### src/pkg/pum_pkg.sv
/*
 * Shared constants and types for the loop multiplier configuration block.
 * Assumes an APB register bus with 32-bit data and byte addresses equal to
 * four times the register index.
 */
package pum_pkg;

    // Register indices; the byte address is four times the index.
    localparam logic [5:0] PUM_IDX_FRAC_LOW = 6'h03;
    localparam logic [5:0] PUM_IDX_FRAC_MID = 6'h04;
    localparam logic [5:0] PUM_IDX_FRAC_HIGH = 6'h05;
    localparam logic [5:0] PUM_IDX_INT_PREDIV = 6'h06;
    localparam logic [5:0] PUM_IDX_POSTDIV = 6'h07;
    localparam logic [5:0] PUM_IDX_PWRDN = 6'h1e;
    localparam logic [5:0] PUM_IDX_STATUS = 6'h20;

    // Reset values.
    localparam logic [7:0] PUM_RST_FRAC_LOW = 8'h21;
    localparam logic [7:0] PUM_RST_FRAC_MID = 8'hfd;
    localparam logic [7:0] PUM_RST_FRAC_HIGH = 8'h36;
    localparam logic [3:0] PUM_RST_INT_MULT = 4'h7;
    localparam logic PUM_RST_PREDIVIDE = 1'b0;
    localparam logic [1:0] PUM_RST_POSTDIV = 2'h2;
    localparam logic PUM_RST_POWERDOWN = 1'b1;

    // Field positions.
    localparam int PUM_POS_PREDIVIDE = 4;
    localparam int PUM_POS_POWERDOWN = 0;
    localparam int PUM_FRAC_HIGH_BITS = 6;
    localparam int PUM_FRAC_BITS = 22;
    localparam int PUM_INT_BITS = 4;
    localparam int PUM_RATIO_BITS = PUM_INT_BITS + PUM_FRAC_BITS;
    localparam int PUM_STAT_POS_AUTO = 0;
    localparam int PUM_STAT_POS_POSTDIV = 1;
    localparam int PUM_STAT_POS_PWRDN = 3;
    localparam int PUM_STAT_POS_INT = 4;

    // Divider counter width and the input_predivide_sel divisor minus one.
    localparam int PUM_DIV_BITS = 4;
    localparam logic [3:0] PUM_PREDIV_BY2_M1 = 4'h1;
    localparam logic [3:0] PUM_DIV_BY1_M1 = 4'h0;

    typedef struct packed {
        logic [3:0] int_mult;
        logic [21:0] frac_mult;
        logic input_predivide_sel;
        logic [1:0] output_postdivide_sel;
    } pum_cfg_t;

    typedef struct packed {
        logic psel;
        logic penable;
        logic pwrite;
        logic [7:0] paddr;
        logic [31:0] pwdata;
    } pum_apb_req_t;

endpackage

### src/hw/pum_tick_divider.sv
/*
 * Divides a stream of one-cycle tick pulses by a programmable divisor.
 * Assumes tick_in is a single-cycle pulse in the mclk domain.
 */
`timescale 1ns/1ps
module pum_tick_divider
    import pum_pkg::*;
(
    input wire logic mclk,
    input wire logic resetn,
    input wire logic ce,
    input wire logic tick_in,
    input wire logic [3:0] div_m1,
    output logic tick_out
);

    logic [PUM_DIV_BITS-1:0] count;

    // A shrinking divisor wraps at the next input tick instead of running the counter around.
    always_ff @(posedge mclk or negedge resetn) begin
        if (!resetn) begin
            count <= 4'h0;
            tick_out <= 1'b0;
        end else if (ce) begin
            if (tick_in && count >= div_m1) begin
                count <= 4'h0;
                tick_out <= 1'b1;
            end else if (tick_in) begin
                count <= count + 4'h1;
                tick_out <= 1'b0;
            end else begin
                tick_out <= 1'b0;
            end
        end
    end

endmodule

### src/hw/pum_config.sv
/*
 * Configuration logic of a fractional-N loop multiplier in manual mode, with
 * an APB register slave, receiver takeover, input_predivide_sel and post divide ticks.
 * Assumes the receiver inputs are in the mclk domain and the two clock pins
 * are slow enough against mclk to be sampled.
 */
// Added by the designer: the APB interface to the registers.
`timescale 1ns/1ps
module pum_config
    import pum_pkg::*;
(
    input wire logic mclk,
    input wire logic resetn,
    input wire logic ce,
    input wire logic psel,
    input wire logic penable,
    input wire logic pwrite,
    input wire logic [7:0] paddr,
    input wire logic [31:0] pwdata,
    output logic [31:0] prdata,
    output logic pready,
    output logic pslverr,
    input wire logic rx_enable,
    input wire pum_cfg_t rx_cfg,
    input wire logic oscillator_clock,
    input wire logic loop_output_clock,
    output pum_cfg_t loop_cfg,
    output logic [25:0] ratio_word,
    output logic auto_mode,
    output logic loop_powerdown,
    output logic loop_input_tick,
    output logic loop_clock_b_tick
);

    ////////////////////////////////////////////////////////////////////////////
    // Address decoding and software registers.

    pum_apb_req_t req;
    logic [7:0] frac_mult_low;
    logic [7:0] frac_mult_mid;
    logic [7:0] frac_mult_high;
    logic [3:0] sw_int_mult;
    logic input_predivide_sel;
    logic [1:0] output_postdivide_sel;
    logic [6:0] rd_decode;
    logic [6:0] wr_decode;
    logic access;
    logic complete;
    logic wr_en;
    logic [31:0] next_prdata;
    logic next_pslverr;

    assign req = '{psel, penable, pwrite, paddr, pwdata};

    // Returns a valid flag above the register index, set only for an aligned address of a mapped register.
    function automatic logic [6:0] decode_index(input logic [7:0] addr);
        logic mapped;
        mapped = (addr[1:0] == 2'b00) && (addr[7:2] inside {PUM_IDX_FRAC_LOW, PUM_IDX_FRAC_MID,
            PUM_IDX_FRAC_HIGH, PUM_IDX_INT_PREDIV, PUM_IDX_POSTDIV, PUM_IDX_PWRDN,
            PUM_IDX_STATUS});
        return {mapped, addr[7:2]};
    endfunction

    assign access = req.psel && req.penable;
    assign complete = access && pready;
    assign rd_decode = decode_index(req.paddr);
    assign wr_decode = decode_index(req.paddr);
    assign wr_en = complete && req.pwrite && wr_decode[6];

    // One wait state: the answer is registered in the first access cycle.
    always_ff @(posedge mclk or negedge resetn) begin
        if (!resetn) begin
            pready <= 1'b0;
            prdata <= 32'h0000_0000;
            pslverr <= 1'b0;
        end else if (ce) begin
            pready <= access && !pready;
            if (access && !pready) begin
                prdata <= next_prdata;
                pslverr <= next_pslverr;
            end
        end
    end

    always_comb begin
        next_prdata = 32'h0000_0000;
        next_pslverr = !rd_decode[6];
        case (rd_decode[5:0])
            PUM_IDX_FRAC_LOW: next_prdata[7:0] = frac_mult_low;
            PUM_IDX_FRAC_MID: next_prdata[7:0] = frac_mult_mid;
            PUM_IDX_FRAC_HIGH: next_prdata[7:0] = frac_mult_high;
            PUM_IDX_INT_PREDIV: begin
                next_prdata[3:0] = sw_int_mult;
                next_prdata[PUM_POS_PREDIVIDE] = input_predivide_sel;
            end
            PUM_IDX_POSTDIV: next_prdata[1:0] = output_postdivide_sel;
            PUM_IDX_PWRDN: next_prdata[PUM_POS_POWERDOWN] = loop_powerdown;
            PUM_IDX_STATUS: begin
                next_prdata[PUM_STAT_POS_AUTO] = auto_mode;
                next_prdata[PUM_STAT_POS_POSTDIV +: 2] = loop_cfg.output_postdivide_sel;
                next_prdata[PUM_STAT_POS_PWRDN] = loop_powerdown;
                next_prdata[PUM_STAT_POS_INT +: 4] = loop_cfg.int_mult;
            end
            default: next_prdata = 32'h0000_0000;
        endcase
        // Unmapped and unaligned addresses read as zero.
        if (!rd_decode[6]) begin
            next_prdata = 32'h0000_0000;
        end
    end

    // Fraction bytes keep all eight bits for read back.
    always_ff @(posedge mclk or negedge resetn) begin
        if (!resetn) begin
            frac_mult_low <= PUM_RST_FRAC_LOW;
            frac_mult_mid <= PUM_RST_FRAC_MID;
            frac_mult_high <= PUM_RST_FRAC_HIGH;
        end else if (ce && wr_en) begin
            if (wr_decode[5:0] == PUM_IDX_FRAC_LOW) begin
                frac_mult_low <= req.pwdata[7:0];
            end
            if (wr_decode[5:0] == PUM_IDX_FRAC_MID) begin
                frac_mult_mid <= req.pwdata[7:0];
            end
            if (wr_decode[5:0] == PUM_IDX_FRAC_HIGH) begin
                frac_mult_high <= req.pwdata[7:0];
            end
        end
    end

    always_ff @(posedge mclk or negedge resetn) begin
        if (!resetn) begin
            sw_int_mult <= PUM_RST_INT_MULT;
            input_predivide_sel <= PUM_RST_PREDIVIDE;
        end else if (ce && wr_en && wr_decode[5:0] == PUM_IDX_INT_PREDIV) begin
            sw_int_mult <= req.pwdata[3:0];
            input_predivide_sel <= req.pwdata[PUM_POS_PREDIVIDE];
        end
    end

    always_ff @(posedge mclk or negedge resetn) begin
        if (!resetn) begin
            output_postdivide_sel <= PUM_RST_POSTDIV;
        end else if (ce && wr_en && wr_decode[5:0] == PUM_IDX_POSTDIV) begin
            output_postdivide_sel <= req.pwdata[1:0];
        end
    end

    always_ff @(posedge mclk or negedge resetn) begin
        if (!resetn) begin
            loop_powerdown <= PUM_RST_POWERDOWN;
        end else if (ce && wr_en && wr_decode[5:0] == PUM_IDX_PWRDN) begin
            loop_powerdown <= req.pwdata[PUM_POS_POWERDOWN];
        end
    end

    ////////////////////////////////////////////////////////////////////////////
    // Active configuration: software in manual mode, receiver in auto mode except input_predivide_sel, which stays with software.

    pum_cfg_t next_cfg;
    logic [25:0] next_ratio;

    always_comb begin
        next_cfg.int_mult = sw_int_mult;
        next_cfg.frac_mult = {frac_mult_high[PUM_FRAC_HIGH_BITS-1:0], frac_mult_mid,
            frac_mult_low};
        next_cfg.input_predivide_sel = input_predivide_sel;
        next_cfg.output_postdivide_sel = output_postdivide_sel;
        if (rx_enable) begin
            next_cfg.int_mult = rx_cfg.int_mult;
            next_cfg.frac_mult = rx_cfg.frac_mult;
            next_cfg.output_postdivide_sel = rx_cfg.output_postdivide_sel;
        end
        next_ratio = (26'(next_cfg.int_mult) << PUM_FRAC_BITS)
            + 26'(next_cfg.frac_mult);
    end

    always_ff @(posedge mclk or negedge resetn) begin
        if (!resetn) begin
            loop_cfg <= '{PUM_RST_INT_MULT, {PUM_RST_FRAC_HIGH[5:0], PUM_RST_FRAC_MID,
                PUM_RST_FRAC_LOW}, PUM_RST_PREDIVIDE, PUM_RST_POSTDIV};
            ratio_word <= {PUM_RST_INT_MULT, PUM_RST_FRAC_HIGH[5:0], PUM_RST_FRAC_MID,
                PUM_RST_FRAC_LOW};
            auto_mode <= 1'b0;
        end else if (ce) begin
            loop_cfg <= next_cfg;
            ratio_word <= next_ratio;
            auto_mode <= rx_enable;
        end
    end

    ////////////////////////////////////////////////////////////////////////////
    // Pin synchronisers and the input_predivide_sel and post divide tick chains.

    logic [1:0] pin_meta;
    logic [1:0] pin_sync;
    logic [1:0] pin_last;
    logic osc_edge;
    logic loop_edge;
    logic [3:0] prediv_m1;
    logic [3:0] postdiv_m1;

    // Post divide select 0..3 divides by 2, 4, 8 and 16.
    function automatic logic [3:0] postdivide_m1(input logic [1:0] sel);
        return 4'((5'h02 << sel) - 5'h01);
    endfunction

    always_ff @(posedge mclk or negedge resetn) begin
        if (!resetn) begin
            pin_meta <= 2'b00;
            pin_sync <= 2'b00;
            pin_last <= 2'b00;
        end else if (ce) begin
            pin_meta <= {loop_output_clock, oscillator_clock};
            pin_sync <= pin_meta;
            pin_last <= pin_sync;
        end
    end

    assign osc_edge = pin_sync[0] && !pin_last[0];
    assign loop_edge = pin_sync[1] && !pin_last[1] && !loop_powerdown;
    assign prediv_m1 = loop_cfg.input_predivide_sel ? PUM_PREDIV_BY2_M1 : PUM_DIV_BY1_M1;
    assign postdiv_m1 = postdivide_m1(loop_cfg.output_postdivide_sel);

    // The loop input tick is the oscillator after the prescaler.
    pum_tick_divider u_prediv (
        .mclk(mclk),
        .resetn(resetn),
        .ce(ce),
        .tick_in(osc_edge),
        .div_m1(prediv_m1),
        .tick_out(loop_input_tick)
    );

    // The post divided loop output is the clock offered to the consumers.
    pum_tick_divider u_postdiv (
        .mclk(mclk),
        .resetn(resetn),
        .ce(ce),
        .tick_in(loop_edge),
        .div_m1(postdiv_m1),
        .tick_out(loop_clock_b_tick)
    );
endmodule

### config.mk
export PLATFORM = sky130hd
export DESIGN_NAME = pum_config
export DESIGN_NICKNAME = d
export VERILOG_FILES = /design/src/pkg/pum_pkg.sv /design/src/hw/pum_tick_divider.sv /design/src/hw/pum_config.sv
export SDC_FILE = /design/constraint.sdc
export NUM_CORES = 1
export LEC_CHECK = 0
export ABC_CLOCK_PERIOD_IN_PS = 4550
export BUFFER_PORTS_ARGS = -buffer_cell sky130_fd_sc_hd__buf_2
export CAP_MARGIN = 20
export CORE_ASPECT_RATIO = 1.75
export CORE_MARGIN = 2
export CORE_UTILIZATION = 50
export DETAILED_ROUTE_END_ITERATION = 7
export GPL_TIMING_DRIVEN = 0
export PLACE_DENSITY = 0.83
export SLEW_MARGIN = 20
export SYNTH_ARGS = -nofsm -noshare
export SYNTH_HDL_FRONTEND = slang
export SYNTH_SLANG_ARGS = --single-unit
### constraint.sdc
create_clock -name mclk -period 4.55 [get_ports mclk]
set_clock_uncertainty 0.05 [all_clocks]
set_input_delay 0.91 -clock mclk [delete_from_list [all_inputs] [get_ports mclk]]
set_output_delay 0.91 -clock mclk [all_outputs]
set_load 0.1 [all_outputs]
==> metrics, run 1 <==
Finished Cell Area=5886 sq um; Max Fclk=417.5 MHz; total core area=9094 sq um; Max Slew Vio Count=0; Synth Area in Compound Gates=7.937%; Synth Area in XOR/XNOR=0.3716%; multi-input logic area=2042 sq um; die width=77.40 um; HPWL after DPL=9.231 mm; ANT nets after route=0; setup TNS=0 ns; wire per inst=17.04 um; Sequential Power Share=36.4%; outcome=complete, no violations; initial DRC count=146; CTS tree=done; register bit total from synthesis=88; Post-synth EDFFs=0; CP Capture Type=output pin; dpl cell area=5563 sq um; area share of the largest cell type after synthesis=28.14%; Clock Tree Root=clkbuf_16; Setup WS post-layout=2.155 ns; main combinational cell family by area after synthesis=multiplexers; gr usage total=24.27%; I/O pin count=171; P_leak=2.988 nW; Net Switching=950.5 uW; most frequent cells in the layout=buf_2, buf_4, dfrtp_1; dominant synthesized flop cell=dfrtp_1; Area contributors post-synth=dfrtp_1, dfstp_2, mux2_2; Post-CTS Setup Bufs=0; Hold Crit Class=reg2reg; Worst VDD drop=0.2636 mV; total wire length=12.06 mm; Avg Inst Size Synth=10.96 sq um; Tmin final=2.395 ns; TritonCTS Sinks=88; initial core utilization=51.83%; Adder-Cell Fraction of Synth Area=1.593%; Power, Total=2.452 mW; Power Dens Cells=416.6 nW/um^2; pin count of the biggest net entering global routing=47; Cell variety after synth=44; commonest non-fill, non-tap cell in the layout=buf_2; Sw Ratio=38.77%; final setup fails=0; DIE AREA=10250 sq um; worst skew pair latency=0.34 ns; fillers=726; synth warn=0; H-tree depth=3; Final Hold Fails=0; period utilization=52.65%; Seq/Total Area, Yosys=47.65%; Max Cap Violations=0; Gate power share=31.2%; first-pass GRT wire length=19.38 mm; standard-cell row count=46; Place WS=1.919 ns; Final Wtd Congestion=0.9818; hold buffer count at cts=0; internal power=1.501 mW; CP arrival=1.44 ns; asr flop ratio synth=100.0%; CTS max path bufs=2; FF-to-FF path depth=4; initial antenna violation count=0; fin nets=667; Post-Syn Area=4713 sq um; DRC violations left=0; hold path cells=1; clock power share=32.4%; unrepaired setup endpoints after global routing=false; Crit Path Category=reg2out; vias in the first global route=3815; # port buffers=118; share of layout cells above drive strength 1=47.11%; vias per cell=5.258; cts bufs inserted=9; Resized Gates After CTS=0; Die H=132.4 um; crit path max fanout=4; via count=3723; Sequential cell area=2246 sq um; post-synthesis instance total=430; critical path required time=3.59 ns; GRT overflow=0; mux cell area share after synthesis=16.43%; area delta synth->final=24.87%; worst-margin pin slew=0.8097 ns; Critical Path Start Type=register; Reg clk slew, reported paths=0.06 ns; first-pass detailed-route iteration total=4; Max-slew headroom=45.62%; dominant cell type by area after synthesis=dfrtp_1; n_diodes=0; Synth Area in Simple Gates=15.08%
power groups by stage:
stage               Combinational, mW  Clock, mW  Sequential [mW]
floorplan                       0.424          0             1.11
global placement                0.751          0            0.899
detailed placement              0.764          0            0.904
CTS                             0.767      0.808            0.892
global route                    0.799      0.838            0.900
finish                          0.765      0.794            0.893
routing by layer:
layer  global-route usage (%)  vias up  wire (um)
li1                         -     1758          -
met1                    27.07     1801       4420
met2                    43.43      137       6615
met3                    3.956       27        613
met4                    13.10        0        412
met5                        0        -          0
flip-flops by register name (all words and copies together) (netlist names):
signal and cells:
pready 1, pin_meta 2, loop_cfg 28, sw_int_mult 4, output_postdivide_sel 2, prdata 8
pin_last 2, frac_mult_low 8, pslverr 1, u_postdiv.count 4, u_prediv.count 4, u_prediv.tick_out 1
ratio_word 1, loop_powerdown 1, frac_mult_mid 8, u_postdiv.tick_out 1, pin_sync 2, auto_mode 1
frac_mult_high 8, input_predivide_sel 1
path summary, 6_finish.rpt:
path / from / end / slack (ns)
max in group asynchronous: resetn / frac_mult_mid[7] / 3.26
worst min register to register: u_prediv.tick_out / u_prediv.tick_out / 0.43
min in group asynchronous: resetn / u_postdiv.count[2] / 0.50
worst min-delay path: u_prediv.tick_out / u_prediv.tick_out / 0.43
worst max-delay path: loop_cfg[27] / ratio_word[24] / 2.15
worst max register to register: pready / prdata[5] / 2.64
stage by stage:
step,utilization (%),cells,hold WS (ns)
3_5_place_dp,61.17,692,0.4197
3_3_place_gp,60.92,691,0.4106
5_1_grt,64.72,708,0.4612
6_report,64.72,708,0.4288
4_1_cts,64.72,708,0.4325
2_1_floorplan,-,453,0.4045
synthesized netlist by cell type (8+ instances only):
| cell | number |
|---|---|
| nand2_1 | 11 |
| mux2i_1 | 29 |
| o21ai_0 | 8 |
| inv_1 | 8 |
| clkbuf_1 | 14 |
| nand3_1 | 28 |
| a22o_1 | 8 |
| mux2_2 | 42 |
| nor2_1 | 35 |
| dfrtp_1 | 53 |
| nand4_1 | 9 |
| dfstp_2 | 35 |
| buf_4 | 52 |
| a21oi_1 | 36 |
cell type report:
type                       instances  area share (%)
sequential                        88           38.16
buffer                            73           8.185
clock inverter                     5           1.361
tap                              120           2.551
multi-input combinational        284           34.69
timing repair buffer             119           10.42
inverter                           8          0.5102
clock buffer                      11           4.124
cells by family (layout without fill, tap and decap cells):
logic type,count (synthesis),count (layout)
adder cells (fa/ha/maj),6,6
XOR/XNOR,2,2
AND/OR/NAND/NOR,118,118
other,1,24
multiplexers,72,72
AO/OA/AOI/OAI,62,62
flip-flops,88,88
buffers and inverters,81,216
critical path, stage by stage, from the launching register on:
cell     delay [ns]
dfstp_2        0.57
buf_4          0.11
buf_2          0.41
Note: power is estimated with default switching activity, not from simulation.
==> run 2: changes to the inputs <==
--- a/config.mk
+++ b/config.mk
@@ -5,15 +5,15 @@
 export SDC_FILE = /design/constraint.sdc
 export NUM_CORES = 1
 export LEC_CHECK = 0
-export ABC_CLOCK_PERIOD_IN_PS = 4550
+export ABC_CLOCK_PERIOD_IN_PS = 1920
 export BUFFER_PORTS_ARGS = -buffer_cell sky130_fd_sc_hd__buf_2
 export CAP_MARGIN = 20
 export CORE_ASPECT_RATIO = 1.75
 export CORE_MARGIN = 2
-export CORE_UTILIZATION = 50
+export CORE_UTILIZATION = 45
 export DETAILED_ROUTE_END_ITERATION = 7
 export GPL_TIMING_DRIVEN = 0
-export PLACE_DENSITY = 0.83
+export PLACE_DENSITY = 0.79
 export SLEW_MARGIN = 20
 export SYNTH_ARGS = -nofsm -noshare
 export SYNTH_HDL_FRONTEND = slang
==> constraint.sdc (replaced) <==
create_clock -name mclk -period 1.92 [get_ports mclk]
set_clock_uncertainty 0.05 [all_clocks]
set_input_delay 0.384 -clock mclk [delete_from_list [all_inputs] [get_ports mclk]]
set_output_delay 0.384 -clock mclk [all_outputs]
set_load 0.1 [all_outputs]
==> metrics, run 2 (synthesis gave the netlist of run 1 again) <==
FF-to-FF path depth=6 (+2); I/O pin count=171 (unchanged); initial core utilization=46.03% (-5.8 points); Critical Path Start Type=register; setup TNS=0 ns (unchanged); Hold Crit Class=in2reg; Power, Total=5.694 mW (+130%); commonest non-fill, non-tap cell in the layout=buf_2; crit path max-delay cell type=dfstp_2; worst-margin pin slew=0.7153 ns (-0.09434 ns); crit path max fanout=4 (unchanged); total wire length=11.96 mm (-0.86%); initial antenna violation count=1 (+1); vias in the first global route=3685 (-3.4%); die width=81.37 um (+5.1%); H-tree depth=3 (unchanged); Worst VDD drop=0.6460 mV (+150%); Clock Tree Root=clkbuf_16; multi-input logic area=2064 sq um (+1.1%); share of layout cells above drive strength 1=48.56% (+1.5 points); cts bufs inserted=9 (unchanged); CP arrival=1.43 ns (about the same); unrepaired setup endpoints after global routing=false; Sequential cell area=2256 sq um (+0.45%); Worst path max stage delay=0.56 ns (about the same); Crit Path Category=reg2out; Max Fclk=536.4 MHz; fin nets=670 (+0.45%); vias per cell=5.152 (-2.0%); Biggest register=loop_cfg; Reg clk slew, reported paths=0.06 ns (about the same); wire per inst=16.63 um (-2.4%); CP Capture Type=output pin; Max Slew Vio Count=0 (unchanged); gr usage total=22.60% (-1.7 points); fin cells=719 (+1.6%); Max Cap Violations=0 (unchanged); # port buffers=118 (unchanged); outcome=complete, no violations; initial DRC count=148 (+1.4%); Max-slew headroom=52.31% (+6.7 points); dpl cell area=5600 sq um (+0.67%); DIE AREA=11340 sq um (+11%); DRC violations left=0 (unchanged); area delta synth->final=26.02%; first-pass detailed-route iteration total=4 (unchanged); via count=3704 (-0.51%); Power Dens Cells=958.7 nW/um^2 (+130%); Final Wtd Congestion=0.8956 (-8.8%); critical path required time=1.49 ns (-2.10 ns); fillers=876 (+21%); Die H=139.4 um (+5.2%); dpl cells=699 (+1.0%); CTS tree=done; ANT nets after route=0 (unchanged); GRT overflow=0 (unchanged); final setup fails=0 (unchanged); Largest register FFs=28 (unchanged); TritonCTS Sinks=88 (unchanged); first-pass GRT wire length=19.26 mm (-0.61%); Final Hold Fails=0 (unchanged); pin count of the biggest net entering global routing=46 (-2.1%); period utilization=97.09%; worst skew pair latency=0.35 ns (about the same); CTS max path bufs=2 (unchanged); Tmin final=1.864 ns; most frequent cells in the layout=buf_2, buf_4, dfrtp_1; post-route core utilization=58.01% (-6.7 points); P_leak=3.002 nW (+0.47%); chain of cells forming the critical path=buf_4 > buf_2; standard-cell row count=49 (+6.5%); Finished Cell Area=5939 sq um (+0.91%); total core area=10240 sq um (+13%); HPWL after DPL=9.445 mm (+2.3%); hold path cells=2 (+1)
[run 2: cell count changes in the layout (fill, tap and decap cells not counted), sizes merged]
cell / previous run / this run
buf: 178 / 180
clkbuf: 25 / 23
inv: 8 / 10
bufinv: 2 / 1
clkinv: 1 / 2
diode: 0 / 1
dlygate4sd3: 0 / 1
[run 2: what timing repair did]
action / 4_1_cts / 5_1_grt
pin swaps: 1 / 2
hold buffers: 1 / 0
cloned: 0 / 0
hold endpoints to repair: 5 / 0
endpoints found under the setup margin: 30 / 4
setup buffers: 1 / 1
gates resized for setup: 0 / 1
[run 2: critical path: cells and delay by family (launching register included)]
kind	cells	cell delay [ns]
flip-flops	1	0.56
buffers and inverters	2	0.52
[run 2: worst paths after layout]
| path | from | slack [ns] | end |
|---|---|---|---|
| max in group asynchronous | resetn | 0.60 | loop_cfg[16] |
| max reg2reg | loop_cfg[1] | 0.08 | u_postdiv.tick_out |
| min | loop_output_clock | 0.22 | pin_meta[1] |
| min reg2reg | u_prediv.tick_out | 0.43 | u_prediv.tick_out |
| max | loop_cfg[26] | 0.06 | ratio_word[23] |
| min in group asynchronous | resetn | 0.52 | auto_mode |
[run 2: report_power, final]
part,internal [mW],switching [mW]
registers,2.00,0.108
logic,0.388,1.43
clock network,1.01,0.757
[run 2: layout make-up]
type,count,share of cell area [%]
Sequential cell,88,37.98
Multi-Input combinational cell,284,34.76
Timing Repair Buffer,122,10.95
Buffer,73,8.110
Clock buffer,9,3.792
Tap cell,127,2.675
Clock inverter,7,1.180
Inverter,8,0.5056
Antenna cell,1,0.04213
[run 2: metal layers]
layer	track usage, %	vias up	wire, um
met4	14.27	0	604
li1	-	1758	-
met3	4.604	34	623
met1	25.06	1780	4366
met5	0	-	0
met2	38.14	132	6362
[run 2: metrics by stage]
step / setup slack (ns) / hold slack [ns]
3_3_place_gp: -0.4977 / 0.4116
6_report: 0.05583 / 0.2160
2_1_floorplan: -0.05566 / 0.03841
5_1_grt: 0.008228 / 0.2165
3_5_place_dp: -0.2135 / 0.3703
4_1_cts: 0.04261 / 0.2148
==> run 3: changes to the inputs <==
--- a/config.mk
+++ b/config.mk
@@ -14,6 +14,7 @@
 export DETAILED_ROUTE_END_ITERATION = 7
 export GPL_TIMING_DRIVEN = 0
 export PLACE_DENSITY = 0.79
+export REMOVE_ABC_BUFFERS = 1
 export SLEW_MARGIN = 20
 export SYNTH_ARGS = -nofsm -noshare
 export SYNTH_HDL_FRONTEND = slang
==> metrics, run 3 (synthesis gave the netlist of run 1 again) <==
Setup WS post-layout=0.07159 ns (+0.01577 ns); I/O pin count=171 (unchanged); gr usage total=21.44% (-1.2 points); Max Fclk=541.0 MHz (+0.85%); dpl cell area=5149 sq um (-8.1%); via count=3560 (-3.9%); CP top delay family=compound AO/OA/AOI/OAI gates; hold_ws=-0.002401 ns (-0.2184 ns); crit path max fanout=5 (+1); fin nets=610 (-9.0%); most frequent cells in the layout=buf_2, dfrtp_1, mux2_2; H-tree depth=3 (unchanged); failing checks=hold timing; initial DRC count=195 (+32%); vias per cell=5.410 (+5.0%); setup TNS=0 ns (unchanged); Max Cap Violations=0 (unchanged); die width=81.37 um (unchanged); CTS tree=done; Clock Tree Root=clkbuf_16; Finished Cell Area=5593 sq um (-5.8%); critical path launch point=loop_cfg[1]; Die H=139.4 um (unchanged); Power, Total=5.575 mW (-2.1%); Largest register FFs=28 (unchanged); cts bufs inserted=9 (unchanged); GRT overflow=0 (unchanged); Worst path max stage delay=0.57 ns (about the same); share of layout cells above drive strength 1=45.76% (-2.8 points); total wire length=11.32 mm (-5.3%); Biggest register=loop_cfg; Worst VDD drop=0.5305 mV (-18%); DIE AREA=11340 sq um (unchanged); CP bufs+invs=0 (-2); Crit Path Category=reg2reg; crit path max-delay cell type=dfstp_2; final setup fails=0 (unchanged); CTS max path bufs=2 (unchanged); CP Capture Type=register; period utilization=96.27% (-0.82 points); initial antenna violation count=0 (-1); Final Hold Fails=2 (+2); chain of cells forming the critical path=nor2_1 > ha_1 > a21o_1 > a21o_1 > a21o_1 > a22o_1; CP arrival=2.02 ns (+0.59 ns); FF-to-FF path depth=6 (unchanged); wire per inst=17.20 um (+3.4%); worst-margin pin slew=0.9199 ns (+0.2046 ns); unrepaired setup endpoints after global routing=false; post-route core utilization=54.63% (-3.4 points); hold buffer count at cts=0 (-1); dpl cells=632 (-9.6%); initial core utilization=46.03% (unchanged); critical path's most frequent cell=a21o_1; total core area=10240 sq um (unchanged); critical path required time=2.09 ns (+0.60 ns); Power Dens Cells=996.9 nW/um^2 (+4.0%); first-pass detailed-route iteration total=4 (unchanged); Critical Path Start Type=register; CP Depth=6 (+4); first-pass GRT wire length=18.44 mm (-4.3%); outcome=complete, but fails checks; vias in the first global route=3681 (-0.11%); worst skew pair latency=0.34 ns (about the same); worst r2r src=loop_cfg[1]; capture point of the worst path=u_postdiv.tick_out; Final Wtd Congestion=0.8631 (-3.6%); R2R setup slack=0.07 ns (about the same); Crit Reg-Reg Endpoint=u_postdiv.tick_out; standard-cell row count=49 (unchanged); Max Slew Vio Count=0 (unchanged); fin cells=658 (-8.5%); TritonCTS Sinks=88 (unchanged); DRC violations left=0 (unchanged); commonest non-fill, non-tap cell in the layout=buf_2; HPWL after DPL=8.096 mm (-14%); ANT nets after route=0 (unchanged); Place WS=-1.699 ns (-1.486 ns); pin count of the biggest net entering global routing=72 (+57%); Tmin final=1.848 ns (-0.01577 ns); Hold Crit Class=in2async; P_leak=2.782 nW (-7.3%); Reg clk slew, reported paths=0.06 ns (about the same); n_diodes=0 (-1); # port buffers=121 (+2.5%); area delta synth->final=18.66%; Max-slew headroom=38.67% (-14 points)
-- run 3: final cells by class --
type,instances,area (sq um)
Clock inverter,3,40.04
Timing Repair Buffer,135,748.2
Clock buffer,13,260.3
Fill cell,901,4646
Tap cell,127,158.9
Sequential cell,88,2246
Multi-Input combinational cell,284,2110
Inverter,8,30.03
-- run 3: worst min-delay path by stage --
stage | startpoint | endpoint | slack (ns) | depth (start not counted)
after detailed placement | resetn | loop_cfg[6] | 0.38 | 1
after CTS | resetn | frac_mult_high[0] | 0.02 | 1
after global routing | resetn | loop_cfg[19] | 0.03 | 1
after floorplan | resetn | auto_mode | 0.04 | 0
after global placement | u_prediv.tick_out | u_prediv.tick_out | 0.41 | 1
final | resetn | loop_cfg[6] | -0.002 | 1
-- run 3: power breakdown --
part	total [mW]	internal [mW]	leakage [nW]	switching, mW
combinational	1.72	0.301	1.58	1.42
clock	1.75	1.08	0.150	0.679
sequential	2.10	2.00	1.06	0.102
total	5.58	3.38	2.78	2.20
-- run 3: what timing repair did --
| item | CTS | global route |
|---|---|---|
| setup endpoints to repair | 47 | 32 |
| resized for setup | 8 | 5 |
| pin swaps | 4 | 1 |
| setup buffers | 7 | 3 |
-- run 3: worst register-to-register path: cells and delay by family, from the launching register on --
kind	cells	cell delay, ns
flip-flops	1	0.57
adder cells (fa/ha/maj)	1	0.28
AO/OA/AOI/OAI	4	0.77
AND/OR/NAND/NOR	1	0.06
-- run 3: per-layer routing --
metal	vias to the layer above	wire length [um]	global-route usage, %
met5	-	0	0
met4	0	371	11.06
met3	24	683	5.188
met2	137	6055	36.11
met1	1751	4208	24.52
li1	1648	-	-
